File: config.mk
export PLATFORM = sky130hd
export DESIGN_NAME = sfe_device_flat
export DESIGN_NICKNAME = d
export VERILOG_FILES = /design/src/sfe_pkg.sv /design/src/sfe_link_if.sv /design/src/sfe_device.sv /design/src/flat_wrapper.sv
export SDC_FILE = /design/constraint.sdc
export NUM_CORES = 1
export LEC_CHECK = 0
export ABC_AREA = 1
export BUFFER_PORTS_ARGS = -buffer_cell sky130_fd_sc_hd__buf_2
export CAP_MARGIN = 10
export CORE_ASPECT_RATIO = 0.9
export CORE_UTILIZATION = 55
export DETAILED_ROUTE_END_ITERATION = 6
export GPL_TIMING_DRIVEN = 1
export PLACE_DENSITY = 0.74
export SYNTH_ARGS = -nofsm -noshare
export SYNTH_HDL_FRONTEND = slang
export SYNTH_SLANG_ARGS = --single-unit
export TNS_END_PERCENT = 100
File: constraint.sdc
create_clock -name clk_i -period 1.8 [get_ports clk_i]
set_clock_uncertainty 0.05 [all_clocks]
set_input_delay 0.36 -clock clk_i [delete_from_list [all_inputs] [get_ports clk_i]]
set_output_delay 0.36 -clock clk_i [all_outputs]
set_load 0.1 [all_outputs]
File: src/sfe_pkg.sv
package sfe_pkg;
   // ==========================================================
   // timing
   localparam int CLK_MHZ = 25;
   localparam int SECTOR_ERASE_NS = 100000;
   localparam int BLOCK32_ERASE_NS = 200000;
   localparam int BLOCK64_ERASE_NS = 300000;
   localparam int ARRAY_ERASE_TIME_NS = 800000;
   localparam int SLEEP_ENTRY_NS = 3000;
   localparam int WAKE_TIME_PLAIN_NS = 3000;
   localparam int WAKE_TIME_WITH_ID_NS = 2000;
   localparam int SCLK_HALF_DEFAULT = 4;
   localparam int CS_GAP_CYC = 8;

   // least times round up to whole cycles, never below one
   function automatic int ns_to_cyc(input int ns);
      int c;
      c = (ns * CLK_MHZ + 999) / 1000;
      return (c < 1) ? 1 : c;
   endfunction : ns_to_cyc

   localparam int SECTOR_ERASE_CYC = ns_to_cyc(SECTOR_ERASE_NS);
   localparam int BLOCK32_ERASE_CYC = ns_to_cyc(BLOCK32_ERASE_NS);
   localparam int BLOCK64_ERASE_CYC = ns_to_cyc(BLOCK64_ERASE_NS);
   localparam int ARRAY_ERASE_CYC = ns_to_cyc(ARRAY_ERASE_TIME_NS);
   localparam int SLEEP_ENTRY_CYC = ns_to_cyc(SLEEP_ENTRY_NS);
   localparam int WAKE_PLAIN_CYC = ns_to_cyc(WAKE_TIME_PLAIN_NS);
   localparam int WAKE_ID_CYC = ns_to_cyc(WAKE_TIME_WITH_ID_NS);

   // ==========================================================
   // opcodes and frame lengths
   localparam logic [7:0] OP_WRITE_ENABLE = 8'h06;
   localparam logic [7:0] OP_READ_STATUS = 8'h05;
   localparam logic [7:0] OP_SECTOR_ERASE = 8'h20;
   localparam logic [7:0] OP_BLOCK32_ERASE = 8'h52;
   localparam logic [7:0] OP_BLOCK64_ERASE = 8'hd8;
   localparam logic [7:0] OP_CHIP_ERASE_A = 8'h60;
   localparam logic [7:0] OP_CHIP_ERASE_B = 8'hc7;
   localparam logic [7:0] OP_DEEP_SLEEP = 8'hb9;
   localparam logic [7:0] OP_WAKE_ID = 8'hab;
   localparam logic [5:0] BITS_OPCODE = 6'h08;
   localparam logic [5:0] BITS_ADDR_CMD = 6'h20;
   localparam logic [5:0] BITS_READ = 6'h08;
   localparam logic [5:0] BITS_SAT = 6'h3f;
   localparam logic [2:0] OUT_MSB = 3'h7;
   localparam int STAT_WIP_BIT = 0;
   localparam int STAT_WEL_BIT = 1;
   localparam logic [4:0] BP_NONE = 5'h00;
   localparam logic [23:0] SECTOR_MASK = 24'h000fff;
   localparam logic [23:0] BLOCK32_MASK = 24'h007fff;
   localparam logic [23:0] BLOCK64_MASK = 24'h00ffff;
   localparam logic [7:0] DEVICE_ID_DEFAULT = 8'h5a; // arbitrary value

   typedef enum logic [1:0] {
      ERASE_SECTOR = 2'h0,
      ERASE_BLOCK32 = 2'h1,
      ERASE_BLOCK64 = 2'h2,
      ERASE_CHIP = 2'h3
   } sfe_erase_kind_t;

   // ==========================================================
   // host register map
   localparam logic [7:0] REG_CMD = 8'h00;
   localparam logic [7:0] REG_ADDR = 8'h04;
   localparam logic [7:0] REG_STATUS = 8'h08;
   localparam int CMD_WITH_ID_BIT = 8;
   localparam int STATUS_BUSY_BIT = 0;
endpackage : sfe_pkg

File: src/sfe_link_if.sv
`timescale 1ns/1ps
interface sfe_link_if;
   logic cs_n;
   logic sclk;
   logic si;
   logic so;
   modport device (input cs_n, input sclk, input si, output so);
   modport host (output cs_n, output sclk, output si, input so);
endinterface : sfe_link_if

File: src/sfe_device.sv
// The register addresses and strobed register access were left to the implementer.
`timescale 1ns/1ps
// Functional notes
// 20h plus three address bytes erases sector
// 52h plus three address bytes erases 32KB
// d8h plus three address bytes erases 64KB
// 60h or c7h alone erases whole array
// erase needs write enable latch set first
// address erase: select rises after bit 32
// opcode-only: select rises right after bit 8
// erase starts at select rise; busy flag
// latch cleared before erase cycle ends
// status reads served during erase
// protected sector or block is not erased
// chip erase only with no protect bits
// deep sleep entered only by b9h
// deep sleep ignores all but abh
// deep sleep begins after entry delay
// sleep request during erase is rejected
// reset always lands in standby
// standby only when no cycle runs
// abh alone wakes; wait plain wake time
// abh, dummies, then id repeated msb first
// host waits id wake time after id wake
// abh ignored while erase is running
// erase ignored while write latch clear
module sfe_device #(
   parameter int SECTOR_CYC = sfe_pkg::SECTOR_ERASE_CYC,
   parameter int BLOCK32_CYC = sfe_pkg::BLOCK32_ERASE_CYC,
   parameter int BLOCK64_CYC = sfe_pkg::BLOCK64_ERASE_CYC,
   parameter int CHIP_CYC = sfe_pkg::ARRAY_ERASE_CYC,
   parameter int ENTRY_CYC = sfe_pkg::SLEEP_ENTRY_CYC,
   parameter int WAKE_PLAIN = sfe_pkg::WAKE_PLAIN_CYC,
   parameter int WAKE_ID = sfe_pkg::WAKE_ID_CYC,
   parameter logic [7:0] DEVICE_ID = sfe_pkg::DEVICE_ID_DEFAULT
) (
   input wire logic clk_i, // system clock
   input wire logic reset_n_i, // async reset, active low
   sfe_link_if.device link, // serial link
   input wire logic [4:0] block_protect_i, // protect bits, async
   output logic erase_busy_o, // erase cycle running
   output sfe_pkg::sfe_erase_kind_t erase_kind_o, // kind of last erase
   output logic [23:0] erase_addr_o, // aligned base of last erase
   output logic write_enable_latch_o, // latch state
   output logic deep_sleep_o // in deep power-down
);
   import sfe_pkg::*;

   typedef enum logic [2:0] {
      ST_STANDBY = 3'h0,
      ST_ENTER = 3'h1,
      ST_SLEEP = 3'h3,
      ST_WAKING = 3'h2,
      ST_BUSY = 3'h6
   } sfe_dev_state_t;

   // ==========================================================
   // synchronisers
   logic [2:0] pin_meta;
   logic [2:0] pin_sync;
   logic [2:0] pin_prev;
   logic [4:0] bp_meta;
   logic [4:0] bp_sync;

   always_ff @(posedge clk_i or negedge reset_n_i) begin
      if (!reset_n_i) begin
         // idle levels: select high, clock and data low, so no false
         // clock edge is seen after reset
         pin_meta <= 3'h4;
         pin_sync <= 3'h4;
         pin_prev <= 3'h4;
         bp_meta <= BP_NONE;
         bp_sync <= BP_NONE;
      end else begin
         pin_meta <= {link.cs_n, link.sclk, link.si};
         pin_sync <= pin_meta;
         pin_prev <= pin_sync;
         bp_meta <= block_protect_i;
         bp_sync <= bp_meta;
      end
   end

   logic cs_high;
   logic sclk_rise;
   logic sclk_fall;
   logic cs_rise;
   logic si_bit;
   assign cs_high = pin_sync[2];
   assign si_bit = pin_sync[0];
   assign cs_rise = pin_sync[2] & ~pin_prev[2];
   assign sclk_rise = ~cs_high & pin_sync[1] & ~pin_prev[1];
   assign sclk_fall = ~cs_high & ~pin_sync[1] & pin_prev[1];

   // ==========================================================
   // input shifter
   logic [5:0] bits;
   logic [31:0] shift;
   logic [7:0] opcode;

   always_ff @(posedge clk_i or negedge reset_n_i) begin
      if (!reset_n_i) begin
         bits <= 6'h00;
         shift <= 32'h0;
         opcode <= 8'h00;
      end else if (cs_high) begin
         bits <= 6'h00;
      end else if (sclk_rise) begin
         shift <= {shift[30:0], si_bit};
         // saturation keeps long frames from aliasing onto bit 8 or 32
         if (bits != BITS_SAT) begin
            bits <= bits + 6'h01;
         end
         if (bits == BITS_OPCODE - 6'h01) begin
            opcode <= {shift[6:0], si_bit};
         end
      end
   end

   // ==========================================================
   // command decode at select rise
   sfe_dev_state_t state;
   logic [31:0] timer;
   logic write_enable_latch;
   logic is_addr_erase;
   logic is_chip_erase;
   logic [23:0] frame_addr;

   assign is_addr_erase = (opcode == OP_SECTOR_ERASE) |
      (opcode == OP_BLOCK32_ERASE) |
      (opcode == OP_BLOCK64_ERASE);
   assign is_chip_erase = (opcode == OP_CHIP_ERASE_A) |
      (opcode == OP_CHIP_ERASE_B);
   assign frame_addr = shift[23:0];

   // protect decoding is whole-array: any set bit guards every region
   function automatic logic region_protected(input logic [4:0] bp);
      return bp != BP_NONE;
   endfunction : region_protected

   function automatic logic [31:0] erase_len(input logic [7:0] op);
      case (op)
         OP_SECTOR_ERASE: erase_len = 32'(SECTOR_CYC - 1);
         OP_BLOCK32_ERASE: erase_len = 32'(BLOCK32_CYC - 1);
         OP_BLOCK64_ERASE: erase_len = 32'(BLOCK64_CYC - 1);
         default: erase_len = 32'(CHIP_CYC - 1);
      endcase
   endfunction : erase_len

   always_ff @(posedge clk_i or negedge reset_n_i) begin
      if (!reset_n_i) begin
         state <= ST_STANDBY;
         timer <= 32'h0;
         write_enable_latch <= 1'b0;
         erase_kind_o <= ERASE_SECTOR;
         erase_addr_o <= 24'h0;
      end else begin
         case (state)
            ST_STANDBY: begin
               if (cs_rise && bits == BITS_OPCODE &&
                   opcode == OP_WRITE_ENABLE) begin
                  write_enable_latch <= 1'b1;
               end else if (cs_rise && bits == BITS_ADDR_CMD &&
                            is_addr_erase && write_enable_latch &&
                            !region_protected(bp_sync)) begin
                  state <= ST_BUSY;
                  timer <= erase_len(opcode);
                  write_enable_latch <= 1'b0;
                  case (opcode)
                     OP_SECTOR_ERASE: begin
                        erase_kind_o <= ERASE_SECTOR;
                        erase_addr_o <= frame_addr & ~SECTOR_MASK;
                     end
                     OP_BLOCK32_ERASE: begin
                        erase_kind_o <= ERASE_BLOCK32;
                        erase_addr_o <= frame_addr & ~BLOCK32_MASK;
                     end
                     default: begin
                        erase_kind_o <= ERASE_BLOCK64;
                        erase_addr_o <= frame_addr & ~BLOCK64_MASK;
                     end
                  endcase
               end else if (cs_rise && bits == BITS_OPCODE &&
                            is_chip_erase && write_enable_latch &&
                            bp_sync == BP_NONE) begin
                  state <= ST_BUSY;
                  timer <= erase_len(opcode);
                  write_enable_latch <= 1'b0;
                  erase_kind_o <= ERASE_CHIP;
                  erase_addr_o <= 24'h0;
               end else if (cs_rise && bits == BITS_OPCODE &&
                            opcode == OP_DEEP_SLEEP) begin
                  state <= ST_ENTER;
                  timer <= 32'(ENTRY_CYC - 1);
               end
            end
            ST_BUSY: begin
               // select rises are not decoded here, so sleep and wake
               // requests cannot touch the running cycle
               if (timer == 32'h0) begin
                  state <= ST_STANDBY;
               end else begin
                  timer <= timer - 32'h1;
               end
            end
            ST_ENTER: begin
               if (timer == 32'h0) begin
                  state <= ST_SLEEP;
               end else begin
                  timer <= timer - 32'h1;
               end
            end
            ST_SLEEP: begin
               // only the wake opcode is decoded in deep sleep
               if (cs_rise && opcode == OP_WAKE_ID) begin
                  if (bits == BITS_OPCODE) begin
                     state <= ST_WAKING;
                     timer <= 32'(WAKE_PLAIN - 1);
                  end else if (bits >= BITS_ADDR_CMD) begin
                     state <= ST_WAKING;
                     timer <= 32'(WAKE_ID - 1);
                  end
               end
            end
            ST_WAKING: begin
               // a frame whose select rises before the wake time ends is simply lost
               if (timer == 32'h0) begin
                  state <= ST_STANDBY;
               end else begin
                  timer <= timer - 32'h1;
               end
            end
            default: state <= ST_STANDBY;
         endcase
      end
   end

   // ==========================================================
   // serial output on falling clock edges
   logic [7:0] status_byte;
   logic status_act;
   logic id_act;
   logic [2:0] out_idx;

   always_comb begin
      status_byte = 8'h00;
      status_byte[STAT_WIP_BIT] = (state == ST_BUSY);
      status_byte[STAT_WEL_BIT] = write_enable_latch;
   end

   assign status_act = (opcode == OP_READ_STATUS) &&
      bits >= BITS_OPCODE &&
      (state == ST_STANDBY || state == ST_BUSY);
   assign id_act = (opcode == OP_WAKE_ID) && bits >= BITS_ADDR_CMD &&
      (state == ST_STANDBY || state == ST_SLEEP);

   always_ff @(posedge clk_i or negedge reset_n_i) begin
      if (!reset_n_i) begin
         out_idx <= OUT_MSB;
         link.so <= 1'b0;
      end else if (cs_high) begin
         out_idx <= OUT_MSB;
         link.so <= 1'b0;
      end else if (sclk_fall && (status_act || id_act)) begin
         // index wraps, so the byte repeats until select rises
         link.so <= status_act ? status_byte[out_idx] :
            DEVICE_ID[out_idx];
         out_idx <= out_idx - 3'h1;
      end
   end

   // ==========================================================
   // user-side flags
   always_ff @(posedge clk_i or negedge reset_n_i) begin
      if (!reset_n_i) begin
         erase_busy_o <= 1'b0;
         write_enable_latch_o <= 1'b0;
         deep_sleep_o <= 1'b0;
      end else begin
         erase_busy_o <= (state == ST_BUSY);
         write_enable_latch_o <= write_enable_latch;
         deep_sleep_o <= (state == ST_SLEEP);
      end
   end
endmodule : sfe_device

File: src/flat_wrapper.sv
// flat-port wrapper written by rule: the top's interface ports become plain ports
module sfe_device_flat import sfe_pkg::*;
#(
   parameter int SECTOR_CYC = sfe_pkg::SECTOR_ERASE_CYC,
   parameter int BLOCK32_CYC = sfe_pkg::BLOCK32_ERASE_CYC,
   parameter int BLOCK64_CYC = sfe_pkg::BLOCK64_ERASE_CYC,
   parameter int CHIP_CYC = sfe_pkg::ARRAY_ERASE_CYC,
   parameter int ENTRY_CYC = sfe_pkg::SLEEP_ENTRY_CYC,
   parameter int WAKE_PLAIN = sfe_pkg::WAKE_PLAIN_CYC,
   parameter int WAKE_ID = sfe_pkg::WAKE_ID_CYC,
   parameter logic [7:0] DEVICE_ID = sfe_pkg::DEVICE_ID_DEFAULT
)
  (clk_i, reset_n_i, block_protect_i, erase_busy_o, erase_kind_o, erase_addr_o, write_enable_latch_o, deep_sleep_o, link_cs_n, link_sclk, link_si, link_so);
  sfe_link_if link_i ();
  input wire logic clk_i;
  input wire logic reset_n_i;
  input wire logic [4:0] block_protect_i;
  output logic erase_busy_o;
  output sfe_pkg::sfe_erase_kind_t erase_kind_o;
  output logic [23:0] erase_addr_o;
  output logic write_enable_latch_o;
  output logic deep_sleep_o;
  input wire logic [$bits(link_i.cs_n)-1:0] link_cs_n;
  input wire logic [$bits(link_i.sclk)-1:0] link_sclk;
  input wire logic [$bits(link_i.si)-1:0] link_si;
  output wire logic [$bits(link_i.so)-1:0] link_so;
  assign link_i.cs_n = link_cs_n;
  assign link_i.sclk = link_sclk;
  assign link_i.si = link_si;
  assign link_so = link_i.so;
  sfe_device #(.SECTOR_CYC(SECTOR_CYC), .BLOCK32_CYC(BLOCK32_CYC), .BLOCK64_CYC(BLOCK64_CYC), .CHIP_CYC(CHIP_CYC), .ENTRY_CYC(ENTRY_CYC), .WAKE_PLAIN(WAKE_PLAIN), .WAKE_ID(WAKE_ID), .DEVICE_ID(DEVICE_ID)) u_core (.clk_i(clk_i), .reset_n_i(reset_n_i), .link(link_i), .block_protect_i(block_protect_i), .erase_busy_o(erase_busy_o), .erase_kind_o(erase_kind_o), .erase_addr_o(erase_addr_o), .write_enable_latch_o(write_enable_latch_o), .deep_sleep_o(deep_sleep_o));
endmodule
==> summary.txt <==
Run status
  – Status: finished, violations left
  – Violated checks: setup timing

Power and ir drop
  – Post-layout power: between 6 and 7 mW
  – Leakage: 4.098 nW
  – Max IR drop VDD: 859.3 uV
  – Pwr dens: slightly above 800 nW/um^2

Setup path
  – CP delay by family, top: simple AND/OR/NAND/NOR gates
  – CP max-delay cell: dfrtp_1
  – WP data required: 2.05 ns
  – Largest stage delay, worst path: 0.39 ns
  – CP bufs+invs: 4
  – Largest fanout on the critical path: 8
  – Type of the worst setup path: flip-flop to flip-flop
  – Crit path capture type: flip-flop
  – Critical path launch point type: flip-flop
  – Reg2Reg Setup Slack: -0.22 ns
  – Cell Chain, Critical Path: inv_2, ha_4, nand4_1, inv_1, nand2_2, nor2_4, nand2_2, nand3_4, buf_6, nand3_4, clkbuf_16, nand2_1, nand2_1
  – Worst Path Arrival: 2.27 ns

Floorplanning
  – Die Span Y: 99.83 um
  – Die area: ~11,000 um^2
  – IO Pins: 40
  – Die width: 110.7 um
  – Rows: 35
  – Area of the core: 10,290 um^2
  – Starting Density: 56.83%

STA
  – Min cycle time layout: 2.024 ns
  – Final worst setup slack: -0.2239 ns
  – Final Max Slew Viols: 0
  – RSZ-0062 raised after global routing: yes
  – Final setup viols: between 40 and 50
  – Top achievable clock speed: between 400 and 500 MHz
  – Post-route clock period utilization: 112.4%
  – Hold Vio Cnt, Final: 0

Logic synthesis
  – Synth area leaders: dfrtp_1, nand2_1, nor2_1
  – Synth Area in Adders: 1.070%
  – EDFF count, synth: 0
  – Ys Warns: 0
  – Cell with the most instances after synthesis: nand2_1
  – Synth Register Bits: 113
  – Asr flop ratio synth: 100.0%
  – Most instantiated cells after synthesis: nand2_1, dfrtp_1, nor2_1
  – Largest family of logic cells by synthesized area: simple AND/OR/NAND/NOR gates
  – Simple-gate share of the synthesized area: 35.54%
  – Main synth FF type: dfrtp_1
  – Xor/xnor share of the synthesized area: 1.498%
  – Seq/Total Area, Yosys: 48.48%
  – Syn Std Cell Area: ~6000 um^2
  – Distinct cell type count after synthesis: 34
  – Mux cell area share after synthesis: 0%
  – Compound-gate portion of the synthesized area: 6.247%
  – Synth top area share: a little under half
  – Yosys top cell by area: dfrtp_1
  – Cells after Synth: 800
  – Syn_area_per_cell: 7.310 um^2

Global route
  – Initial antenna violation count: 0
  – First-pass GRT wire length: 25,140 um
  – Largest net degree at the start of global routing: 66
  – GRT Residual Overflow: 0
  – GRT Overall Usage: 28.81%
  – Via count of the first global-routing pass: 5,308

Clock network
  – Worst-path clk slew: 0.05 ns
  – CTS tree: yes
  – CTS Sinks: 113
  – Max H-tree Level: 4
  – Root Driver: clkbuf_16
  – CTS Buffer Depth: 2
  – Skew-Pair Late Insertion Delay: 0.42 ns
  – CTS buffer count: 17

Drt
  – Vias: 5,662
  – Total wire length: roughly 16,000 um
  – TritonRoute pass-1 iters: 5
  – Drt initial violations: 520
  – Drt wl/cell: ~15 um
  – Drt via density: 5.408
  – Routed Antenna Nets: 0
  – Number of remaining DRC errors: 0

Job
  – MaxCap Viol Count: 0

Placed design
  – GPL Wtd Cong: 0.9272
  – Dpl hpwl: 9617 um
  – IO buf count: 27
  – Dpl ws: -0.1728 ns

Cells and area
  – Share of cells above drive strength 1: 23.42%
  – Final Core Density: 73.91%
  – Area Growth Syn to Fin: 30.06%
  – Antenna cells: 0
  – Nets@finish: 920

Hold path
  – Hold Path Class: flip-flop to flip-flop
-- layout by cell type (no fill, tap or decap), types with 11 or more instances in the layout --
| cell type | n |
|---|---|
| nand2_1 | 291 |
| dfrtp_1 | 106 |
| nor2_1 | 97 |
| buf_4 | 52 |
| inv_1 | 50 |
| o21ai_0 | 36 |
| nand3_1 | 36 |
| nand2_2 | 26 |
| buf_2 | 26 |
| clkbuf_16 | 19 |
| o21ai_1 | 14 |
| a21oi_1 | 13 |
| conb_1 | 12 |
| inv_2 | 11 |
-- final timing paths --
kind                                          from                 end  depth (start not counted)
worst max-delay path                u_core.bits[0]    u_core.timer[31]                         13
worst min-delay path            u_core.pin_meta[0]  u_core.pin_sync[0]                          0
worst max register to register      u_core.bits[0]    u_core.timer[31]                         13
worst min register to register  u_core.pin_meta[0]  u_core.pin_sync[0]                          0
max in group asynchronous                reset_n_i     u_core.timer[8]                          3
min in group asynchronous                reset_n_i      u_core.bits[4]                          3
-- per-layer routing --
layer	track usage, %	wire length, um	part of all wire, %
met4	11.59	550	3.4
met3	6.944	1339	8.3
met2	45.91	7536	47
met5	0	0	0
met1	38.36	6686	41
-- layout make-up --
cell class | instances | area, um^2
clock buffer | 19 | 452.9
clock inverter | 13 | 127.6
fill | 752 | 2685
inverter | 66 | 254.0
multi-input combinational | 605 | 2890
sequential | 113 | 2836
tap | 129 | 161.4
timing repair buffer | 102 | 883.3
-- logic make-up (layout without fill, tap and decap cells) --
| logic type | count (synthesis) | after routing |
|---|---|---|
| fa+ha+maj | 5 | 5 |
| other cells | 1 | 12 |
| flops | 113 | 113 |
| compound gates | 70 | 70 |
| xor+xnor | 10 | 10 |
| simple gates | 508 | 508 |
| buf+inv | 93 | 200 |
-- where the power goes --
part           internal (mW)  switching [mW]  leakage (nW)
Sequential              2.63          0.0387          1.52
Clock                   1.99            1.29         0.277
Combinational         0.0882           0.256          2.31
Total                   4.71            1.59          4.10
-- sequential cells by signal (all words and copies together), names as in the netlist, 2 cells and up --
register,count
u_core.pin_sync,3
u_core.opcode,8
u_core.bp_sync,5
u_core.pin_prev,2
u_core.timer,32
u_core.state,3
u_core.erase_kind_o,2
u_core.out_idx,3
u_core.bits,6
u_core.shift,24
u_core.bp_meta,5
u_core.erase_addr_o,12
u_core.pin_meta,3
-- per-stage QoR --
step	TNS, ns	instance area, um^2	std cells	hold WS (ns)
finish	-8.133	7606	1047	0.2986
global route	-12.43	7606	1047	0.3095
CTS	-4.204	7312	1037	0.3015
detailed placement	-5.387	6421	985	0.2881
global placement	-3.002	6421	985	0.2831
floorplan	0	5889	811	0.01441
-- timing repair --
action,CTS,global route
buffers inserted,9,7
endpoints found under the hold margin,115,0
endpoints found under the setup margin,53,64
gates resized for setup,27,60
pin swaps,5,18
gates cloned,2,3
hold buffers,9,0
(Power assumes the default switching activity.)
